<file path="src/bfce_params.svh">
// constants of the byte-field compare engine: field positions, widths, counts
// assumes nothing; included by its bare name
`ifndef BFCE_PARAMS_SVH
`define BFCE_PARAMS_SVH
`define BFCE_GR_WIDTH 16
`define BFCE_GR_COUNT 8
`define BFCE_SEL_WIDTH 3
`define BFCE_FLD_R1_HI 7
`define BFCE_FLD_R1_LO 5
`define BFCE_FLD_R2_HI 10
`define BFCE_FLD_R2_LO 8
`define BFCE_FLD_RSVD 11
`define BFCE_FLD_VARIANT 12
`define BFCE_FLD_DIR 13
`define BFCE_COUNT_REG 3'h7
`define BFCE_COUNT_ZERO 16'h0000
`define BFCE_COUNT_STEP 16'h0001
`define BFCE_ADDR_STEP 16'h0001
`define BFCE_INSTR_BYTES 17'h00001
`define BFCE_WORD_RESET 16'h0000
`define BFCE_BYTE_RESET 8'h00
`endif

</file>
<file path="src/bfce_pkg.sv">
// types shared by the byte-field compare engine modules
// assumes bfce_params.svh for the widths
`include "bfce_params.svh"
package bfce_pkg;
  typedef logic [`BFCE_GR_WIDTH-1:0] bfce_word_t;
  typedef logic [7:0] bfce_byte_t;
  typedef logic [`BFCE_SEL_WIDTH-1:0] bfce_sel_t;
  typedef enum logic [7:0] {
    BFCE_IDLE    = 8'h01,
    BFCE_DECODE  = 8'h02,
    BFCE_ISSUE1  = 8'h04,
    BFCE_WAIT1   = 8'h08,
    BFCE_ISSUE2  = 8'h10,
    BFCE_WAIT2   = 8'h20,
    BFCE_COMPARE = 8'h40,
    BFCE_SPARE   = 8'h80
  } bfce_state_e;
  typedef struct packed {
    logic carry;
    logic overflow;
    logic even;
    logic negative;
    logic zero;
  } bfce_flags_s;
endpackage

</file>
<file path="src/bfce_cmp_if.sv">
// carries a byte pair to the subtractor and its indicator result back
// assumes bfce_pkg is compiled first
`timescale 1ns/100ps
`default_nettype none
interface bfce_cmp_if;
  import bfce_pkg::*;
  bfce_byte_t op1;
  bfce_byte_t op2;
  bfce_flags_s flags;
  modport core (output op1, output op2, input flags);
  modport alu (input op1, input op2, output flags);
endinterface
`default_nettype wire

</file>
<file path="src/bfce_top.sv">
// byte-field compare engine: equal/unequal terminating, ascending/descending
// assumes a register file outside that applies the write-back pulse, and a
// byte storage port answering each read with a one-cycle acknowledge
`timescale 1ns/100ps
`default_nettype none
`include "bfce_params.svh"
module bfce_top (
  input wire logic REF_CLK,
  input wire logic RESET,
  input wire logic START,
  input wire logic [`BFCE_GR_WIDTH-1:0] INSTR_WORD,
  input wire bfce_pkg::bfce_word_t INSTR_ADDR,
  input wire bfce_pkg::bfce_word_t STORAGE_LIMIT,
  input wire logic PROBLEM_STATE,
  input wire logic INT_PENDING,
  input wire logic [`BFCE_GR_COUNT*`BFCE_GR_WIDTH-1:0] GR_FILE,
  output logic MEM_RD,
  output bfce_pkg::bfce_word_t MEM_ADDR,
  input wire bfce_pkg::bfce_byte_t MEM_RD_DATA,
  input wire logic MEM_ACK,
  input wire logic MEM_PROT_FAULT,
  output logic BUSY,
  output logic DONE,
  output logic SUSPENDED,
  output logic CHK_INVALID_FUNC,
  output logic CHK_INVALID_ADDR,
  output logic CHK_PROTECT,
  output logic REG_WB,
  output bfce_pkg::bfce_sel_t WB_FIRST_SEL,
  output bfce_pkg::bfce_word_t WB_FIRST_PTR,
  output bfce_pkg::bfce_sel_t WB_SECOND_SEL,
  output bfce_pkg::bfce_word_t WB_SECOND_PTR,
  output bfce_pkg::bfce_word_t WB_COUNT,
  output logic IND_CARRY,
  output logic IND_OVERFLOW,
  output logic IND_EVEN,
  output logic IND_NEGATIVE,
  output logic IND_ZERO
);
  import bfce_pkg::*;

  bfce_state_e state, next_state;
  logic [`BFCE_GR_WIDTH-1:0] instr, next_instr;
  bfce_word_t ptr1, next_ptr1;
  bfce_word_t ptr2, next_ptr2;
  bfce_word_t count, next_count;
  bfce_byte_t byte1, next_byte1;
  bfce_byte_t byte2, next_byte2;
  bfce_flags_s flags, next_flags;
  logic mem_rd, next_mem_rd;
  bfce_word_t mem_addr, next_mem_addr;
  logic done, next_done;
  logic susp, next_susp;
  logic chk_func, next_chk_func;
  logic chk_addr, next_chk_addr;
  logic chk_prot, next_chk_prot;
  logic wb, next_wb;
  logic busy, next_busy;

  bfce_sel_t sel1, sel2, pick1, pick2;
  logic down, unequal_variant, instr_bad, hit;
  bfce_word_t step1, step2, count_less;

  bfce_cmp_if cmp ();

  bfce_byte_alu u_alu (
    .cmp(cmp)
  );

  bfce_addr_step #(.WIDTH(`BFCE_GR_WIDTH)) u_step1 (
    .ptr(ptr1),
    .down(down),
    .stepped(step1)
  );

  bfce_addr_step #(.WIDTH(`BFCE_GR_WIDTH)) u_step2 (
    .ptr(ptr2),
    .down(down),
    .stepped(step2)
  );

  // bit 11 is not decoded at all, so a set bit changes nothing here
  always_comb begin
    pick1 = INSTR_WORD[`BFCE_FLD_R1_HI:`BFCE_FLD_R1_LO];
    pick2 = INSTR_WORD[`BFCE_FLD_R2_HI:`BFCE_FLD_R2_LO];
    sel1 = instr[`BFCE_FLD_R1_HI:`BFCE_FLD_R1_LO];
    sel2 = instr[`BFCE_FLD_R2_HI:`BFCE_FLD_R2_LO];
    down = instr[`BFCE_FLD_DIR];
    unequal_variant = instr[`BFCE_FLD_VARIANT];
    cmp.op1 = byte1;
    cmp.op2 = byte2;
    count_less = count - `BFCE_COUNT_STEP;
    // the one-word instruction must lie wholly inside installed storage
    instr_bad = ({1'b0, INSTR_ADDR} + `BFCE_INSTR_BYTES) > {1'b0, STORAGE_LIMIT};
    hit = unequal_variant ? ~cmp.flags.zero : cmp.flags.zero;
  end

  always_comb begin
    next_state = state;
    next_instr = instr;
    next_ptr1 = ptr1;
    next_ptr2 = ptr2;
    next_count = count;
    next_byte1 = byte1;
    next_byte2 = byte2;
    next_flags = flags;
    next_mem_rd = mem_rd;
    next_mem_addr = mem_addr;
    next_done = 1'b0;
    next_susp = 1'b0;
    next_chk_func = 1'b0;
    next_chk_addr = 1'b0;
    next_chk_prot = 1'b0;
    next_wb = 1'b0;
    unique case (state)
      BFCE_IDLE: begin
        if (START) begin
          next_instr = INSTR_WORD;
          next_ptr1 = GR_FILE[int'(pick1)*`BFCE_GR_WIDTH +: `BFCE_GR_WIDTH];
          next_ptr2 = GR_FILE[int'(pick2)*`BFCE_GR_WIDTH +: `BFCE_GR_WIDTH];
          next_count = GR_FILE[int'(`BFCE_COUNT_REG)*`BFCE_GR_WIDTH +: `BFCE_GR_WIDTH];
          next_state = BFCE_DECODE;
        end
      end
      BFCE_DECODE: begin
        if (sel1 == `BFCE_COUNT_REG || sel2 == `BFCE_COUNT_REG) begin
          next_chk_func = 1'b1;
          next_done = 1'b1;
          next_state = BFCE_IDLE;
        end else if (instr_bad) begin
          next_chk_addr = 1'b1;
          next_done = 1'b1;
          next_state = BFCE_IDLE;
        end else if (count == `BFCE_COUNT_ZERO) begin
          // no write-back and indicators left alone
          next_done = 1'b1;
          next_state = BFCE_IDLE;
        end else begin
          next_state = BFCE_ISSUE1;
        end
      end
      BFCE_ISSUE1: begin
        if (ptr1 > STORAGE_LIMIT) begin
          next_chk_addr = 1'b1;
          next_wb = 1'b1;
          next_done = 1'b1;
          next_state = BFCE_IDLE;
        end else begin
          next_mem_rd = 1'b1;
          next_mem_addr = ptr1;
          next_state = BFCE_WAIT1;
        end
      end
      BFCE_WAIT1: begin
        if (MEM_ACK) begin
          next_mem_rd = 1'b0;
          next_byte1 = MEM_RD_DATA;
          if (MEM_PROT_FAULT && PROBLEM_STATE) begin
            next_chk_prot = 1'b1;
            next_wb = 1'b1;
            next_done = 1'b1;
            next_state = BFCE_IDLE;
          end else begin
            next_state = BFCE_ISSUE2;
          end
        end
      end
      BFCE_ISSUE2: begin
        if (ptr2 > STORAGE_LIMIT) begin
          next_chk_addr = 1'b1;
          next_wb = 1'b1;
          next_done = 1'b1;
          next_state = BFCE_IDLE;
        end else begin
          next_mem_rd = 1'b1;
          next_mem_addr = ptr2;
          next_state = BFCE_WAIT2;
        end
      end
      BFCE_WAIT2: begin
        if (MEM_ACK) begin
          next_mem_rd = 1'b0;
          next_byte2 = MEM_RD_DATA;
          if (MEM_PROT_FAULT && PROBLEM_STATE) begin
            next_chk_prot = 1'b1;
            next_wb = 1'b1;
            next_done = 1'b1;
            next_state = BFCE_IDLE;
          end else begin
            next_state = BFCE_COMPARE;
          end
        end
      end
      BFCE_COMPARE: begin
        next_flags = cmp.flags;
        next_ptr1 = step1;
        next_ptr2 = step2;
        if (hit) begin
          // pointers move past the hit, count keeps this byte
          next_wb = 1'b1;
          next_done = 1'b1;
          next_state = BFCE_IDLE;
        end else begin
          next_count = count_less;
          if (count_less == `BFCE_COUNT_ZERO) begin
            next_wb = 1'b1;
            next_done = 1'b1;
            next_state = BFCE_IDLE;
          end else if (INT_PENDING) begin
            // registers hold the exact progress, so a restart is a fresh start
            next_wb = 1'b1;
            next_susp = 1'b1;
            next_state = BFCE_IDLE;
          end else begin
            next_state = BFCE_ISSUE1;
          end
        end
      end
      default: begin
        next_mem_rd = 1'b0;
        next_state = BFCE_IDLE;
      end
    endcase
    // own flop so the pin carries no gate after the state register
    next_busy = (next_state != BFCE_IDLE);
  end

  always_ff @(posedge REF_CLK) begin
    if (RESET) begin
      state <= BFCE_IDLE;
      instr <= `BFCE_WORD_RESET;
      ptr1 <= `BFCE_WORD_RESET;
      ptr2 <= `BFCE_WORD_RESET;
      count <= `BFCE_WORD_RESET;
      byte1 <= `BFCE_BYTE_RESET;
      byte2 <= `BFCE_BYTE_RESET;
      flags <= '0;
      mem_rd <= 1'b0;
      mem_addr <= `BFCE_WORD_RESET;
      done <= 1'b0;
      susp <= 1'b0;
      chk_func <= 1'b0;
      chk_addr <= 1'b0;
      chk_prot <= 1'b0;
      wb <= 1'b0;
      busy <= 1'b0;
    end else begin
      state <= next_state;
      instr <= next_instr;
      ptr1 <= next_ptr1;
      ptr2 <= next_ptr2;
      count <= next_count;
      byte1 <= next_byte1;
      byte2 <= next_byte2;
      flags <= next_flags;
      mem_rd <= next_mem_rd;
      mem_addr <= next_mem_addr;
      done <= next_done;
      susp <= next_susp;
      chk_func <= next_chk_func;
      chk_addr <= next_chk_addr;
      chk_prot <= next_chk_prot;
      wb <= next_wb;
      busy <= next_busy;
    end
  end

  always_comb begin
    MEM_RD = mem_rd;
    MEM_ADDR = mem_addr;
    BUSY = busy;
    DONE = done;
    SUSPENDED = susp;
    CHK_INVALID_FUNC = chk_func;
    CHK_INVALID_ADDR = chk_addr;
    CHK_PROTECT = chk_prot;
    REG_WB = wb;
    WB_FIRST_SEL = sel1;
    WB_FIRST_PTR = ptr1;
    WB_SECOND_SEL = sel2;
    WB_SECOND_PTR = ptr2;
    WB_COUNT = count;
    IND_CARRY = flags.carry;
    IND_OVERFLOW = flags.overflow;
    IND_EVEN = flags.even;
    IND_NEGATIVE = flags.negative;
    IND_ZERO = flags.zero;
  end
endmodule
`default_nettype wire

</file>
<file path="src/bfce_byte_alu.sv">
// byte subtractor: operand 2 minus operand 1, indicators only
// assumes the caller never stores the difference back to storage
`timescale 1ns/100ps
`default_nettype none
`include "bfce_params.svh"
module bfce_byte_alu (
  bfce_cmp_if.alu cmp
);
  import bfce_pkg::*;
  logic [8:0] diff;
  always_comb begin
    diff = {1'b0, cmp.op2} - {1'b0, cmp.op1};
    cmp.flags.carry = diff[8];
    // signs differ and result sign leaves operand 2's sign: out of -128..127
    cmp.flags.overflow = (cmp.op2[7] != cmp.op1[7]) && (diff[7] != cmp.op2[7]);
    cmp.flags.even = ~diff[0];
    cmp.flags.negative = diff[7];
    cmp.flags.zero = (diff[7:0] == `BFCE_BYTE_RESET);
  end
endmodule
`default_nettype wire

</file>
<file path="src/bfce_addr_step.sv">
// steps one operand pointer by one byte up or down
// assumes wrap-around at the top of the pointer width
`timescale 1ns/100ps
`default_nettype none
`include "bfce_params.svh"
module bfce_addr_step #(
  parameter int WIDTH = `BFCE_GR_WIDTH
) (
  input wire logic [WIDTH-1:0] ptr,
  input wire logic down,
  output logic [WIDTH-1:0] stepped
);
  // refused at elaboration: the pointer can be neither narrower than 2 bits nor wider than a register
  if (WIDTH < 2 || WIDTH > `BFCE_GR_WIDTH) begin : g_bad_width
    $error("bfce_addr_step: bad WIDTH");
  end
  localparam logic [WIDTH-1:0] ONE = WIDTH'(`BFCE_ADDR_STEP);
  always_comb begin
    stepped = down ? ptr - ONE : ptr + ONE;
  end
endmodule
`default_nettype wire

</file>
<file path="config.mk">
export PLATFORM = sky130hd
export DESIGN_NAME = bfce_top
export DESIGN_NICKNAME = d
export VERILOG_FILES = /design/src/bfce_pkg.sv /design/src/bfce_cmp_if.sv /design/src/bfce_top.sv /design/src/bfce_byte_alu.sv /design/src/bfce_addr_step.sv
export VERILOG_INCLUDE_DIRS = /design/src
export SDC_FILE = /design/constraint.sdc
export NUM_CORES = 1
export LEC_CHECK = 0
export BUFFER_PORTS_ARGS = -buffer_cell sky130_fd_sc_hd__clkbuf_2
export CORE_MARGIN = 2
export CORE_UTILIZATION = 50
export CTS_BUF_LIST = sky130_fd_sc_hd__clkbuf_8
export DETAILED_ROUTE_END_ITERATION = 8
export GPL_TIMING_DRIVEN = 0
export HOLD_SLACK_MARGIN = 0.12
export PLACE_DENSITY = 0.77
export REMOVE_ABC_BUFFERS = 1
export SLEW_MARGIN = 20
export SYNTH_ARGS = -nofsm -noshare
export SYNTH_HDL_FRONTEND = slang
export SYNTH_SLANG_ARGS = --single-unit
</file>
<file path="constraint.sdc">
create_clock -name REF_CLK -period 5.02 [get_ports REF_CLK]
set_input_delay 1.506 -clock REF_CLK [delete_from_list [all_inputs] [get_ports REF_CLK]]
set_output_delay 1.506 -clock REF_CLK [all_outputs]
set_load 0.05 [all_outputs]
</file>
# Yosys cells after proc, flatten, opt, wreduce, memory -nomap -nowiden
# Cells that the tools add are included.
[op_classes]
add_sub_neg = 7
mul = 0
div_mod_pow = 0
n_lt_le_gt_ge = 3
n_eq_ne = 17
n_shift = 2
muxes = 49
bitwise_logic = 6
reduce_logical = 20
[op_table]
columns = ["cell", "count"]
rows = [
  ["$shiftx 128x8->16", 2],
  ["$mux 16", 8],
  ["$pmux 16 s2", 4],
  ["$pmux 8 s7", 1],
  ["$sub 16x1->16 const B", 3],
  ["$add 16x1->16 const B", 2],
  ["$gt 16x16->1", 2],
  ["$logic_not 16->1", 2],
  ["$mux 8", 3],
  ["$mux 1", 19],
  ["$mux 3", 6],
  ["$add 16x1->17 const B", 1],
  ["$gt 17x16->1", 1],
  ["$sub 8x8->9", 1],
  ["$eq 8x1->1 const B", 1],
  ["$eq 8x2->1 const B", 1],
  ["$eq 8x3->1 const B", 1],
  ["$eq 8x4->1 const B", 1],
  ["$eq 8x5->1 const B", 1],
  ["$eq 8x6->1 const B", 1],
  ["$eq 8x7->1 const B", 1],
  ["$logic_not 8->1", 1],
  ["$ne 2x2->1 const B", 4],
  ["$ne 8x1->1 const B", 1],
  ["20 further kinds", 36],
]
[word_totals]
ff_bits = 115
latchBits = 0
mem_bits_rw = 0
rom_bits = 0
in_bits = 191
out_inout_bits = 83
memories = 0

# Logic depth before layout (Yosys ltp)
# Gate-level depths: netlist of the first run.
[depth]
depth_word = 7
mapped_depth = 14

# By module
# Synthesis of the first run repeated with hierarchy kept, for this count alone.
[unflattened]
cells_unflattened = 1193
area_unflattened_um2 = 10138.5
[modules_own_cells]
columns = ["mod", "n_inst", "cells_each", "area_each_um2", "seq_area_each_um2"]
rows = [
  ["bfce_top", 1, 926, 8179.1, 2182.1],
  ["bfce_addr_step (u_step2)", 1, 107, 829.5, 0.0],
  ["bfce_addr_step (u_step1)", 1, 101, 737.0, 0.0],
  ["bfce_byte_alu", 1, 59, 392.9, 0.0],
]

# Worst setup path after synthesis of the first run
# OpenSTA, ideal clock, no wires.
[synth_path]
kind = "input port to flip-flop"
startpoint = "input INSTR_ADDR[3]"
endpoint = "register done (netlist: DONE)"
setup_time_ps = 141
t_arrival_ps = 3918
t_required_ps = 4879
slack_ps = 961
cell_stages = 14
path_buffers = 0
path_cell_list = "and3_1 > and2_1 > and3_1 > nor3b_1 > xor2_1 > ha_1 > and4_1 > nand3_1 > or4_1 > o31a_1 > nand2_1 > a31oi_1 > a21oi_1 > a211oi_1"
[synth_between]
elab_chain_cells = 5
[synth_rtl]
columns = ["item", "line_no", "source"]
rows = [
  ["start: declaration", "bfce_top.sv:12", "input wire bfce_pkg::bfce_word_t INSTR_ADDR,"],
  ["$add 16x1->17 (no source line)", "-", ""],
  ["$gt 17x16->1", "bfce_top.sv:94", "instr_bad = ({1'b0, INSTR_ADDR} + `BFCE_INSTR_BYTES) > {1'b0, STORAGE_LIMIT};"],
  ["$mux 1", "bfce_top.sv:130", "end else if (instr_bad) begin"],
  ["$mux 1", "bfce_top.sv:126", "if (sel1 == `BFCE_COUNT_REG || sel2 == `BFCE_COUNT_REG) begin"],
  ["$pmux 1 s5", "bfce_top.sv:115", "unique case (state)"],
  ["end signal: assignment", "bfce_top.sv:258", "done <= next_done;"],
  ["end: declaration", "bfce_top.sv:52", "logic done, next_done;"],
]
# Every way passes these cells.
# A chain may end at the register's enable or synchronous reset.

# Worst setup path after layout of the first run
[layout_path]
startpoint = "input INSTR_ADDR[2]"
endpoint = "register done (netlist: DONE)"
# Same word-level chain as after synthesis.

==> metrics.cfg, run 1 <==
[timing]
drv_slew=0
period_share_pct=85.3
worst_clock_skew_ns=0.0205
slew_headroom_pct=36.2
setup_tns_ns=0
fin_crit_ns=4.28
fmax_ghz=0.234
setup_ws_ns=0.740
hold_viol_final=0
rsz0062_at_grt=false
worst_pin_slew_ns=0.954
final-setup-viol-count=0

[yosys]
syn_inst=1139
synth.distinct_cells=70
synth_area_per_cell_um2=8.82
synthArstFlopShare_pct=0
synth_top_cell_by_area=dfxtp_1
yosysSeqAreaShare_pct=21.7
netlist.area_leader.share_pct=21.7
ys.flop_type=dfxtp_1
synth_seq_cells=109
yosysWarnings=0
synthesis.area_um2=10000
ys_top_cells_by_count=110 x nor2_1, 109 x dfxtp_1, 106 x nand2_1
synth.area.top_cells=dfxtp_1 22%, mux4_2 14%, ha_1 11%
synth_edf_count=0
yosysMostFrequentCell=nor2_1

[cts]
post_cts_buffers=0
clock_path_buffers=2
ctsResizeCount=0
clk_transition_reported_paths_ns=0.11
clock_latency_ns=0.41
clkSinkCount=109
cts_tree=done
cts_root_buffer=clkbuf_8
postCtsHoldBufs=0
htreeDepth=3
cts_made_buffers=9

[floorplan]
die_h_um=146
pin_count=274
num_rows=51
die_area_um2=21200
core_um2=19600
start_util_pct=51.3
die_w_um=146

[setup_path]
worstSetupStartpointType=input pin
critPathCaptureType=register
worst_ep_arrival_time_ns=4.53
path_class=in2reg
worstPathRequired_ns=5.27
cp_max_fo=5

[worst_hold_path]
hold_class=reg2reg

[global_route]
use_met1_pct=36.1
antenna_found_initial=0
met3_usage_pct=4.33
grt_pass1_vias=9657
grt_pass1_wl_um=48700
grt.total_usage_pct=28.2
top_usage_layer=met2
grt_max_degree=115
met2_usage_pct=48.3
overflow=0

[finish]
stdcell_count=1619
n_antenna_cell=0
drive_gt1_share_pct=28.1
fill_cells=1705
stdcell_area_um2=11700
synthToLayoutAreaGrowth_pct=16.2
fin_nets=1631

[power]
power.density_nw_per_um2=195
ir_drop_mv=0.111
leakage_uw=0.00544

[placed_design]
dpl_cell_area_um2=11500
hpwl_um=23700
gp_congestion=0.905
port-buffer-count=265
place_ws_ns=0.387
placed_cells=1604

[detailed_routing]
firstDrtPassIters=5
vias=9953
ant_nets=0
totalWireLength_um=30500
drc=0
avgViaCountPerCell=6.15
first_iter_violations=665
post_drt_wl_per_cell_um=18.8

[job]
cap_violations=0

[status]
outcome=finished clean

[kinds of logic after synthesis]
kind of cell | share of synthesized area, %
AOI/OAI and AO/OA | 17.3
DFF | 21.7
other | 0.0373
and+or+nand+nor | 18.5
adders and majority gates | 11.4
xor gates and xnor gates | 3.75
buffers and inverters | 4.70
muxes | 22.6
[report_power, final]
group          switching [uW]  leakage (uW)  total, uW  internal (uW)
clock network             341     0.0000911        540            198
logic                     452       0.00446        782            330
registers                60.3      0.000886        955            895
[layout make-up]
cell class / count / area (um^2) / share of cell area (%)
Timing Repair Buffer: 274 / 1470 / 12.6
Multi-Input combinational cell: 924 / 7390 / 63.3
Sequential cell: 109 / 2180 / 18.7
Inverter: 32 / 120 / 1.03
Clock inverter: 5 / 41.3 / 0.354
Tap cell: 265 / 332 / 2.84
Clock buffer: 10 / 138 / 1.18
[worst paths after layout]
check                         from                         to  slack (ns)  cells after the start
max                  INSTR_ADDR[2]            DONE$_SDFF_PP0_        0.74                     15
min          IND_EVEN$_SDFFE_PP0P_      IND_EVEN$_SDFFE_PP0P_        0.48                      2
max reg2reg    state[2]$_SDFF_PP0_  MEM_ADDR[12]$_SDFFE_PP0P_        1.40                      8
min reg2reg  IND_EVEN$_SDFFE_PP0P_      IND_EVEN$_SDFFE_PP0P_        0.48                      2
[critical path, stage by stage]
cell and delay [ns]:
clkbuf_2 0.13, and3_1 0.18, and2_1 0.17, and3_1 0.24, nor3b_1 0.24, xor2_1 0.11
ha_1 0.30, and4_1 0.23, nand3_1 0.12, or4_1 0.53, o31a_1 0.11, nand2_1 0.18
a31oi_1 0.12, a21oi_1 0.25, a211oi_1 0.12
[placed cells by master (no fill, tap or decap), types with 15 or more instances in the layout]
cell,count
clkbuf_2,262
nor2_1,110
dfxtp_1,108
nand2_1,106
ha_1,88
a21oi_1,85
mux2i_1,67
mux4_2,64
o21ai_0,38
inv_1,32
nand3_1,25
xor2_1,23
o211ai_1,21
xnor2_1,20
nor3_1,17
a31oi_1,17
nand4_1,16
nand2b_1,15
a21o_1,15
[sequential cells by signal, indices dropped and copies added (netlist names), 8 cells and up]
| signal | count |
|---|---|
| WB_SECOND_PTR | 16 |
| WB_FIRST_PTR | 16 |
| state | 8 |
| byte2 | 8 |
| byte1 | 8 |
| WB_COUNT | 16 |
| MEM_ADDR | 16 |
| instr | 8 |
[through the flow]
step	util (%)	hold slack, ns	power, uW
floorplan	-	0.438	1450
global placement	57.9	0.439	1730
detailed placement	58.7	0.466	1750
CTS	59.6	0.482	2280
global route	59.6	0.504	2390
finish	59.6	0.476	2280
[per-layer routing]
layer / vias up / share of wire [%]
met5: - / 0
met4: 0 / 2.4
met3: 53 / 7.4
met2: 421 / 48
met1: 4739 / 42
li1: 4740 / -
Power figures use the tool's default switching activity.
==> run 2: changes to the inputs <==
--- a/config.mk
+++ b/config.mk
@@ -14,6 +14,7 @@
 export GPL_TIMING_DRIVEN = 0
 export HOLD_SLACK_MARGIN = 0.12
 export PLACE_DENSITY = 0.77
+export RECOVER_POWER = 25
 export REMOVE_ABC_BUFFERS = 1
 export SLEW_MARGIN = 20
 export SYNTH_ARGS = -nofsm -noshare
==> run 2 against run 1 <==
The run now ends with capacitance limit, slew limit left. Clock power about the same. Count of clock-buffer cells in the layout unchanged. Hold slack about the same. Non-clock buffer count unchanged. Combinational power about the same. Cell area decreased by 0.39%. Final cell count unchanged. Sequential power about the same. First-iteration DRC count decreased by 0.30%. Routed wire length increased by 0.16%. Largest power group unchanged.
==> metrics.cfg, run 2 (synthesis results as in run 1) <==
[global_route]
grt_pass1_vias=9657  ; unchanged
overflow=0  ; unchanged
grt_pass1_wl_um=48700  ; unchanged
grt_max_degree=115  ; unchanged
grt.total_usage_pct=28.2  ; unchanged
antenna_found_initial=0  ; unchanged

[detailed_routing]
first_iter_violations=663  ; was 665
wl_met1_um=13000  ; was 12700 um
avgViaCountPerCell=6.13  ; was 6.15
firstDrtPassIters=5  ; unchanged
totalWireLength_um=30500  ; about the same
vias=9931  ; was 9953
ant_nets=0  ; unchanged
wl_met2_um=14800  ; was 14700 um
post_drt_wl_per_cell_um=18.9  ; was 18.8 um
drc=0  ; unchanged
dr.max_layer_used=met4  ; unchanged
routed-wl-met3_um=2010  ; was 2260 um

[cts]
post_cts_buffers=0  ; unchanged
htreeDepth=3  ; unchanged
cts_root_buffer=clkbuf_8  ; unchanged
clk_transition_reported_paths_ns=0.11  ; about the same
cts_made_buffers=9  ; unchanged
cts_tree=done  ; unchanged
ctsResizeCount=0  ; unchanged
clkSinkCount=109  ; unchanged
clock_path_buffers=2  ; unchanged
postCtsHoldBufs=0  ; unchanged
clock_latency_ns=0.40  ; was 0.41 ns

[worst_hold_path]
hold_class=reg2reg  ; unchanged

[timing]
worst_clock_skew_ns=0.0176  ; was 0.0205 ns
fmax_ghz=0.229  ; was 0.234 GHz
hold_viol_final=0  ; unchanged
period_share_pct=87.1  ; was 85.3%
worst_pin_slew_ns=2.49  ; was 0.954 ns
rsz0062_at_grt=false  ; unchanged
slew_headroom_pct=-65.7  ; was 36.2%
fin_crit_ns=4.37  ; was 4.28 ns
final-setup-viol-count=0  ; unchanged
drv_slew=115  ; was 0
setup_tns_ns=0  ; unchanged

[placed_design]
placed_cells=1604  ; unchanged
gp_congestion=0.905  ; unchanged
port-buffer-count=265  ; unchanged
hpwl_um=23700  ; unchanged

[floorplan]
die_w_um=146  ; unchanged
pin_count=274  ; unchanged
core_um2=19600  ; unchanged
num_rows=51  ; unchanged
die_h_um=146  ; unchanged
die_area_um2=21200  ; unchanged
start_util_pct=51.3  ; unchanged

[finish]
fin_nets=1631  ; unchanged
n_antenna_cell=0  ; unchanged
drive_gt1_share_pct=26.0  ; was 28.1%
stdcell_count=1619  ; unchanged
fill_cells=1716  ; was 1705
synthToLayoutAreaGrowth_pct=15.8  ; was 16.2%
final_common_cell=clkbuf_2  ; unchanged
layout_common_cells=234 x clkbuf_2, 110 x nor2_1, 108 x dfxtp_1  ; was 262 x clkbuf_2, 110 x nor2_1, 108 x dfxtp_1

[setup_path]
path_class=in2reg  ; unchanged
critPathCaptureType=register  ; unchanged
worstPathRequired_ns=5.18  ; was 5.27 ns
worstSetupStartpointType=input pin  ; unchanged
cp_max_fo=5  ; unchanged
worst_ep_arrival_time_ns=4.53  ; about the same

[power]
p_switching_uw=854  ; about the same
power.total_uw=2280  ; about the same
switching_share_pct=37.5  ; about the same
p_seq_share_pct=41.9  ; about the same
p_clk_share_pct=23.7  ; about the same
combinationalPowerShare_pct=34.4  ; about the same
p_int_uw=1420  ; about the same
leakage_uw=0.00534  ; was 0.00544 uW
ir_drop_mv=0.109  ; was 0.111 mV
power.density_nw_per_um2=196  ; was 195 nW/um^2

[status]
outcome=finished with violations  ; was finished clean
violations=capacitance limit, slew limit

[job]
cap_violations=1  ; was 0

run 2: cell counts in the layout (fill, tap and decap cells not counted):
No cell type changed its count.
run 2: routing by layer:
| metal | up-vias | global-route usage, % |
|---|---|---|
| met5 | - | 0 |
| met4 | 0 | 10.1 |
| met3 | 53 | 4.33 |
| met2 | 403 | 48.3 |
| met1 | 4727 | 36.1 |
| li1 | 4748 | - |
run 2: power by group through the flow:
stage	Combinational, uW	Clock, uW	Sequential (uW)
2_1_floorplan	410	0	1040
3_3_place_gp	754	0	972
3_5_place_dp	776	0	973
4_1_cts	779	544	953
5_1_grt	853	575	960
6_report	783	539	955
run 2: final cells by class:
cell class                 instances  area, um^2  area share, %
clock buffer                      10         138           1.18
clock inverter                     5        41.3          0.355
inverter                          32         120           1.03
multi-input combinational        924        7390           63.6
sequential                       109        2180           18.8
tap                              265         332           2.85
timing repair buffer             274        1420           12.2
run 2: stage by stage:
stage | hold WS [ns] | worst slack, ns | instance area (um^2) | util, %
after floorplan | 0.438 | 0.839 | 9690 | -
after global placement | 0.439 | -0.0334 | 11400 | 57.9
after detailed placement | 0.466 | 0.387 | 11500 | 58.7
after CTS | 0.482 | 0.805 | 11700 | 59.6
after global routing | 0.504 | 0.561 | 11600 | 59.4
final | 0.476 | 0.646 | 11600 | 59.4
run 2: critical path: stages:
cell      delay, ns
clkbuf_2       0.13
and3_1         0.18
and2_1         0.17
and3_1         0.24
nor3b_1        0.24
xor2_1         0.11
ha_1           0.30
and4_1         0.23
nand3_1        0.11
or4_1          0.53
o31a_1         0.11
nand2_1        0.18
a31oi_1        0.12
a21oi_1        0.25
a211oi_1       0.12
run 2: worst paths after layout:
kind / from / end / slack [ns] / cells after the start
max: INSTR_ADDR[2] / DONE$_SDFF_PP0_ / 0.65 / 15
min: IND_EVEN$_SDFFE_PP0P_ / IND_EVEN$_SDFFE_PP0P_ / 0.48 / 2
max reg2reg: state[2]$_SDFF_PP0_ / MEM_ADDR[12]$_SDFFE_PP0P_ / 1.34 / 8
min reg2reg: IND_EVEN$_SDFFE_PP0P_ / IND_EVEN$_SDFFE_PP0P_ / 0.48 / 2
==> run 3: changes to the inputs <==
--- a/config.mk
+++ b/config.mk
@@ -6,6 +6,7 @@
 export SDC_FILE = /design/constraint.sdc
 export NUM_CORES = 1
 export LEC_CHECK = 0
+export ABC_AREA = 1
 export BUFFER_PORTS_ARGS = -buffer_cell sky130_fd_sc_hd__clkbuf_2
 export CORE_MARGIN = 2
 export CORE_UTILIZATION = 50
@@ -13,9 +14,10 @@
 export DETAILED_ROUTE_END_ITERATION = 8
 export GPL_TIMING_DRIVEN = 0
 export HOLD_SLACK_MARGIN = 0.12
-export PLACE_DENSITY = 0.77
+export PLACE_DENSITY = 0.76
 export RECOVER_POWER = 25
 export REMOVE_ABC_BUFFERS = 1
+export SETUP_SLACK_MARGIN = 0.1
 export SLEW_MARGIN = 20
 export SYNTH_ARGS = -nofsm -noshare
 export SYNTH_HDL_FRONTEND = slang
==> run 3 against run 2 <==
The run still ends with capacitance limit, slew limit left. Core utilization fell by 1.8 points. Synthesized area grew 4.7%. Hold slack lost 0.0064 ns. Total power increased by 4.4%. First-iteration DRC count increased by 58%. Critical endpoint is now BUSY$_SDFF_PP0_. Largest power group unchanged. Highest routed layer unchanged.
==> metrics.cfg, run 3 <==
[status]
outcome=finished with violations  ; unchanged
violations=capacitance limit, slew limit  ; unchanged

[finish]
synthToLayoutAreaGrowth_pct=13.8  ; was 15.8%
layout_common_cells=302 x o21ai_0, 264 x nand2_1, 220 x clkbuf_2  ; was 234 x clkbuf_2, 110 x nor2_1, 108 x dfxtp_1
drive_gt1_share_pct=16.2  ; was 26.0%
fin_nets=2166  ; was 1631
final_common_cell=o21ai_0  ; was clkbuf_2
n_antenna_cell=0  ; unchanged
fin_util_pct=57.5  ; was 59.4%

[floorplan]
die_w_um=149  ; was 146 um
die_area_um2=22200  ; was 21200 um^2
num_rows=53  ; was 51
pin_count=274  ; unchanged
start_util_pct=50.5  ; was 51.3%
core_um2=20800  ; was 19600 um^2
die_h_um=149  ; was 146 um

[yosys]
syn_inst=1698  ; was 1139
ys.flop_type=dfxtp_1  ; unchanged
synthSimpleGateAreaFrac_pct=25.8  ; was 18.5%
synthArstFlopShare_pct=0  ; unchanged
post_synth_fa_ha_maj_area_fraction_pct=10.8  ; was 11.4%
synth_area_per_cell_um2=6.20  ; was 8.82 um^2
synth_xor_area_share_pct=2.08  ; was 3.75%
synth_seq_cells=109  ; unchanged
synth.area.top_cells=dfxtp_1 21%, o21ai_0 14%, ha_1 10%  ; was dfxtp_1 22%, mux4_2 14%, ha_1 11%
synth_edf_count=0  ; unchanged
yosysSeqAreaShare_pct=20.7  ; was 21.7%
yosysMostFrequentCell=o21ai_0  ; was nor2_1
synthesis.area_um2=10500  ; was 10000 um^2
synth_top_cell_by_area=dfxtp_1  ; unchanged
yosysWarnings=0  ; unchanged
synth-compound-area-share_pct=29.7  ; was 17.3%
synth.distinct_cells=54  ; was 70
ys_top_cells_by_count=302 x o21ai_0, 264 x nand2_1, 189 x nor2_1  ; was 110 x nor2_1, 109 x dfxtp_1, 106 x nand2_1
netlist.area_leader.share_pct=20.7  ; was 21.7%
muxShareOfSynthArea_pct=0  ; was 22.6%
synth_top_family_by_area=compound AO/OA/AOI/OAI gates  ; was multiplexers

[job]
cap_violations=1  ; unchanged

[cts]
post_cts_buffers=0  ; unchanged
cts_tree=done  ; unchanged
clock_path_buffers=2  ; unchanged
cts_root_buffer=clkbuf_8  ; unchanged
ctsResizeCount=0  ; unchanged
clkSinkCount=109  ; unchanged
clock_latency_ns=0.40  ; about the same
htreeDepth=3  ; unchanged
postCtsHoldBufs=0  ; unchanged
clk_transition_reported_paths_ns=0.12  ; was 0.11 ns
cts_made_buffers=9  ; unchanged

[global_route]
grt_max_degree=82  ; was 115
grt.total_usage_pct=31.9  ; was 28.2%
grt_pass1_wl_um=57100  ; was 48700 um
grt_pass1_vias=11200  ; was 9657
antenna_found_initial=0  ; unchanged
overflow=0  ; unchanged

[worst_hold_path]
hold_class=reg2reg  ; unchanged

[setup_path]
worstPathRequired_ns=5.33  ; was 5.18 ns
path_class=in2reg  ; unchanged
critical_path.max_stage_delay_ns=1.38  ; was 0.53 ns
cp_common_cell=nor2_1  ; was and3_1
crit_family=buffers and inverters  ; was simple AND/OR/NAND/NOR gates
cp_max_fo=78  ; was 5
worst_ep_arrival_time_ns=4.30  ; was 4.53 ns
worstSetupStartpointType=input pin  ; unchanged
critPathBufInv=2  ; was 1
critPathSlowestCell=clkbuf_1  ; was or4_1
critPathCaptureType=register  ; unchanged
crit_chain=clkbuf_1 > inv_4 > nand2_1 > nor2_1 > nand3_1 > nor2_1  ; was clkbuf_2 > and3_1 > and2_1 > and3_1 > nor3b_1 > xor2_1 > ha_1 > and4_1 > nand3_1 > or4_1 > o31a_1 > nand2_1 > a31oi_1 > a21oi_1 > a211oi_1

[timing]
period_share_pct=79.5  ; was 87.1%
fin_crit_ns=3.99  ; was 4.37 ns
hold_viol_final=0  ; unchanged
fmax_ghz=0.251  ; was 0.229 GHz
final-setup-viol-count=0  ; unchanged
drv_slew=28  ; was 115
setup_tns_ns=0  ; unchanged
slew_headroom_pct=-31.8  ; was -65.7%
rsz0062_at_grt=false  ; unchanged
worst_pin_slew_ns=1.98  ; was 2.49 ns
worst_clock_skew_ns=0.0136  ; was 0.0176 ns

[power]
ir_drop_mv=0.134  ; was 0.109 mV
leakage_uw=0.00591  ; was 0.00534 uW
power.density_nw_per_um2=198  ; was 196 nW/um^2

[detailed_routing]
totalWireLength_um=36800  ; was 30500 um
avgViaCountPerCell=5.82  ; was 6.13
firstDrtPassIters=6  ; was 5
post_drt_wl_per_cell_um=17.0  ; was 18.9 um
vias=12600  ; was 9931
first_iter_violations=1045  ; was 663
ant_nets=0  ; unchanged
drc=0  ; unchanged

[placed_design]
gp_congestion=0.923  ; was 0.905
port-buffer-count=265  ; unchanged
hpwl_um=27400  ; was 23700 um

## run 3: cell type report
type | instances | area (um^2)
Clock buffer | 9 | 124
Clock inverter | 7 | 76.3
Fill cell | 2094 | 8840
Inverter | 193 | 727
Multi-Input combinational cell | 1305 | 7210
Sequential cell | 109 | 2180
Tap cell | 275 | 344
Timing Repair Buffer | 267 | 1320
## run 3: per-layer routing
metal / vias up / global-route usage, % / part of all wire [%]
met2: 630 / 51.0 / 44
met3: 103 / 4.31 / 8.9
met5: - / 0 / 0
li1: 6160 / - / -
met1: 5708 / 42.9 / 43
met4: 0 / 14.1 / 4.2
## run 3: worst reg2reg max path: cells and delay by family, from the launching register on
| kind | cells | cell delay (ns) |
|---|---|---|
| AND/OR/NAND/NOR | 6 | 1.79 |
| buffers and inverters | 2 | 1.04 |
| flip-flops | 1 | 0.36 |
| AO/OA/AOI/OAI | 1 | 0.13 |
## run 3: cell families after synthesis
family / after synthesis
compound gates: 572
xor+xnor: 25
fa+ha+maj: 90
buf+inv: 284
flops: 109
other cells: 1
simple gates: 617
## run 3: per-stage QoR
stage / hold WS [ns] / setup slack, ns / area [um^2] / std cells / total power (uW)
3_3_place_gp: 0.443 / 0.0895 / 11800 / 2147 / 1780
3_5_place_dp: 0.454 / 0.680 / 11800 / 2149 / 1790
4_1_cts: 0.470 / 1.11 / 12000 / 2165 / 2370
6_report: 0.470 / 1.03 / 12000 / 2165 / 2380
2_1_floorplan: 0.435 / 1.28 / 10100 / 1607 / 1480
5_1_grt: 0.489 / 0.782 / 12000 / 2165 / 2500
## run 3: path summary, 6_finish.rpt
path	from	endpoint	slack [ns]	depth (start not counted)
setup / recovery	RESET	BUSY$_SDFF_PP0_	1.03	6
hold / removal	byte1[7]$_SDFFE_PP0P_	byte1[7]$_SDFFE_PP0P_	0.47	2
setup reg to reg	state[5]$_SDFF_PP0_	WB_COUNT[1]$_SDFFE_PP0P_	1.62	9
hold reg to reg	byte1[7]$_SDFFE_PP0P_	byte1[7]$_SDFFE_PP0P_	0.47	2
## run 3: where the power goes
part           internal (uW)  total, uW  switching [uW]
combinational            274        840             565
clock                    234        583             349
sequential               897        955            57.7
total                   1410       2380             972
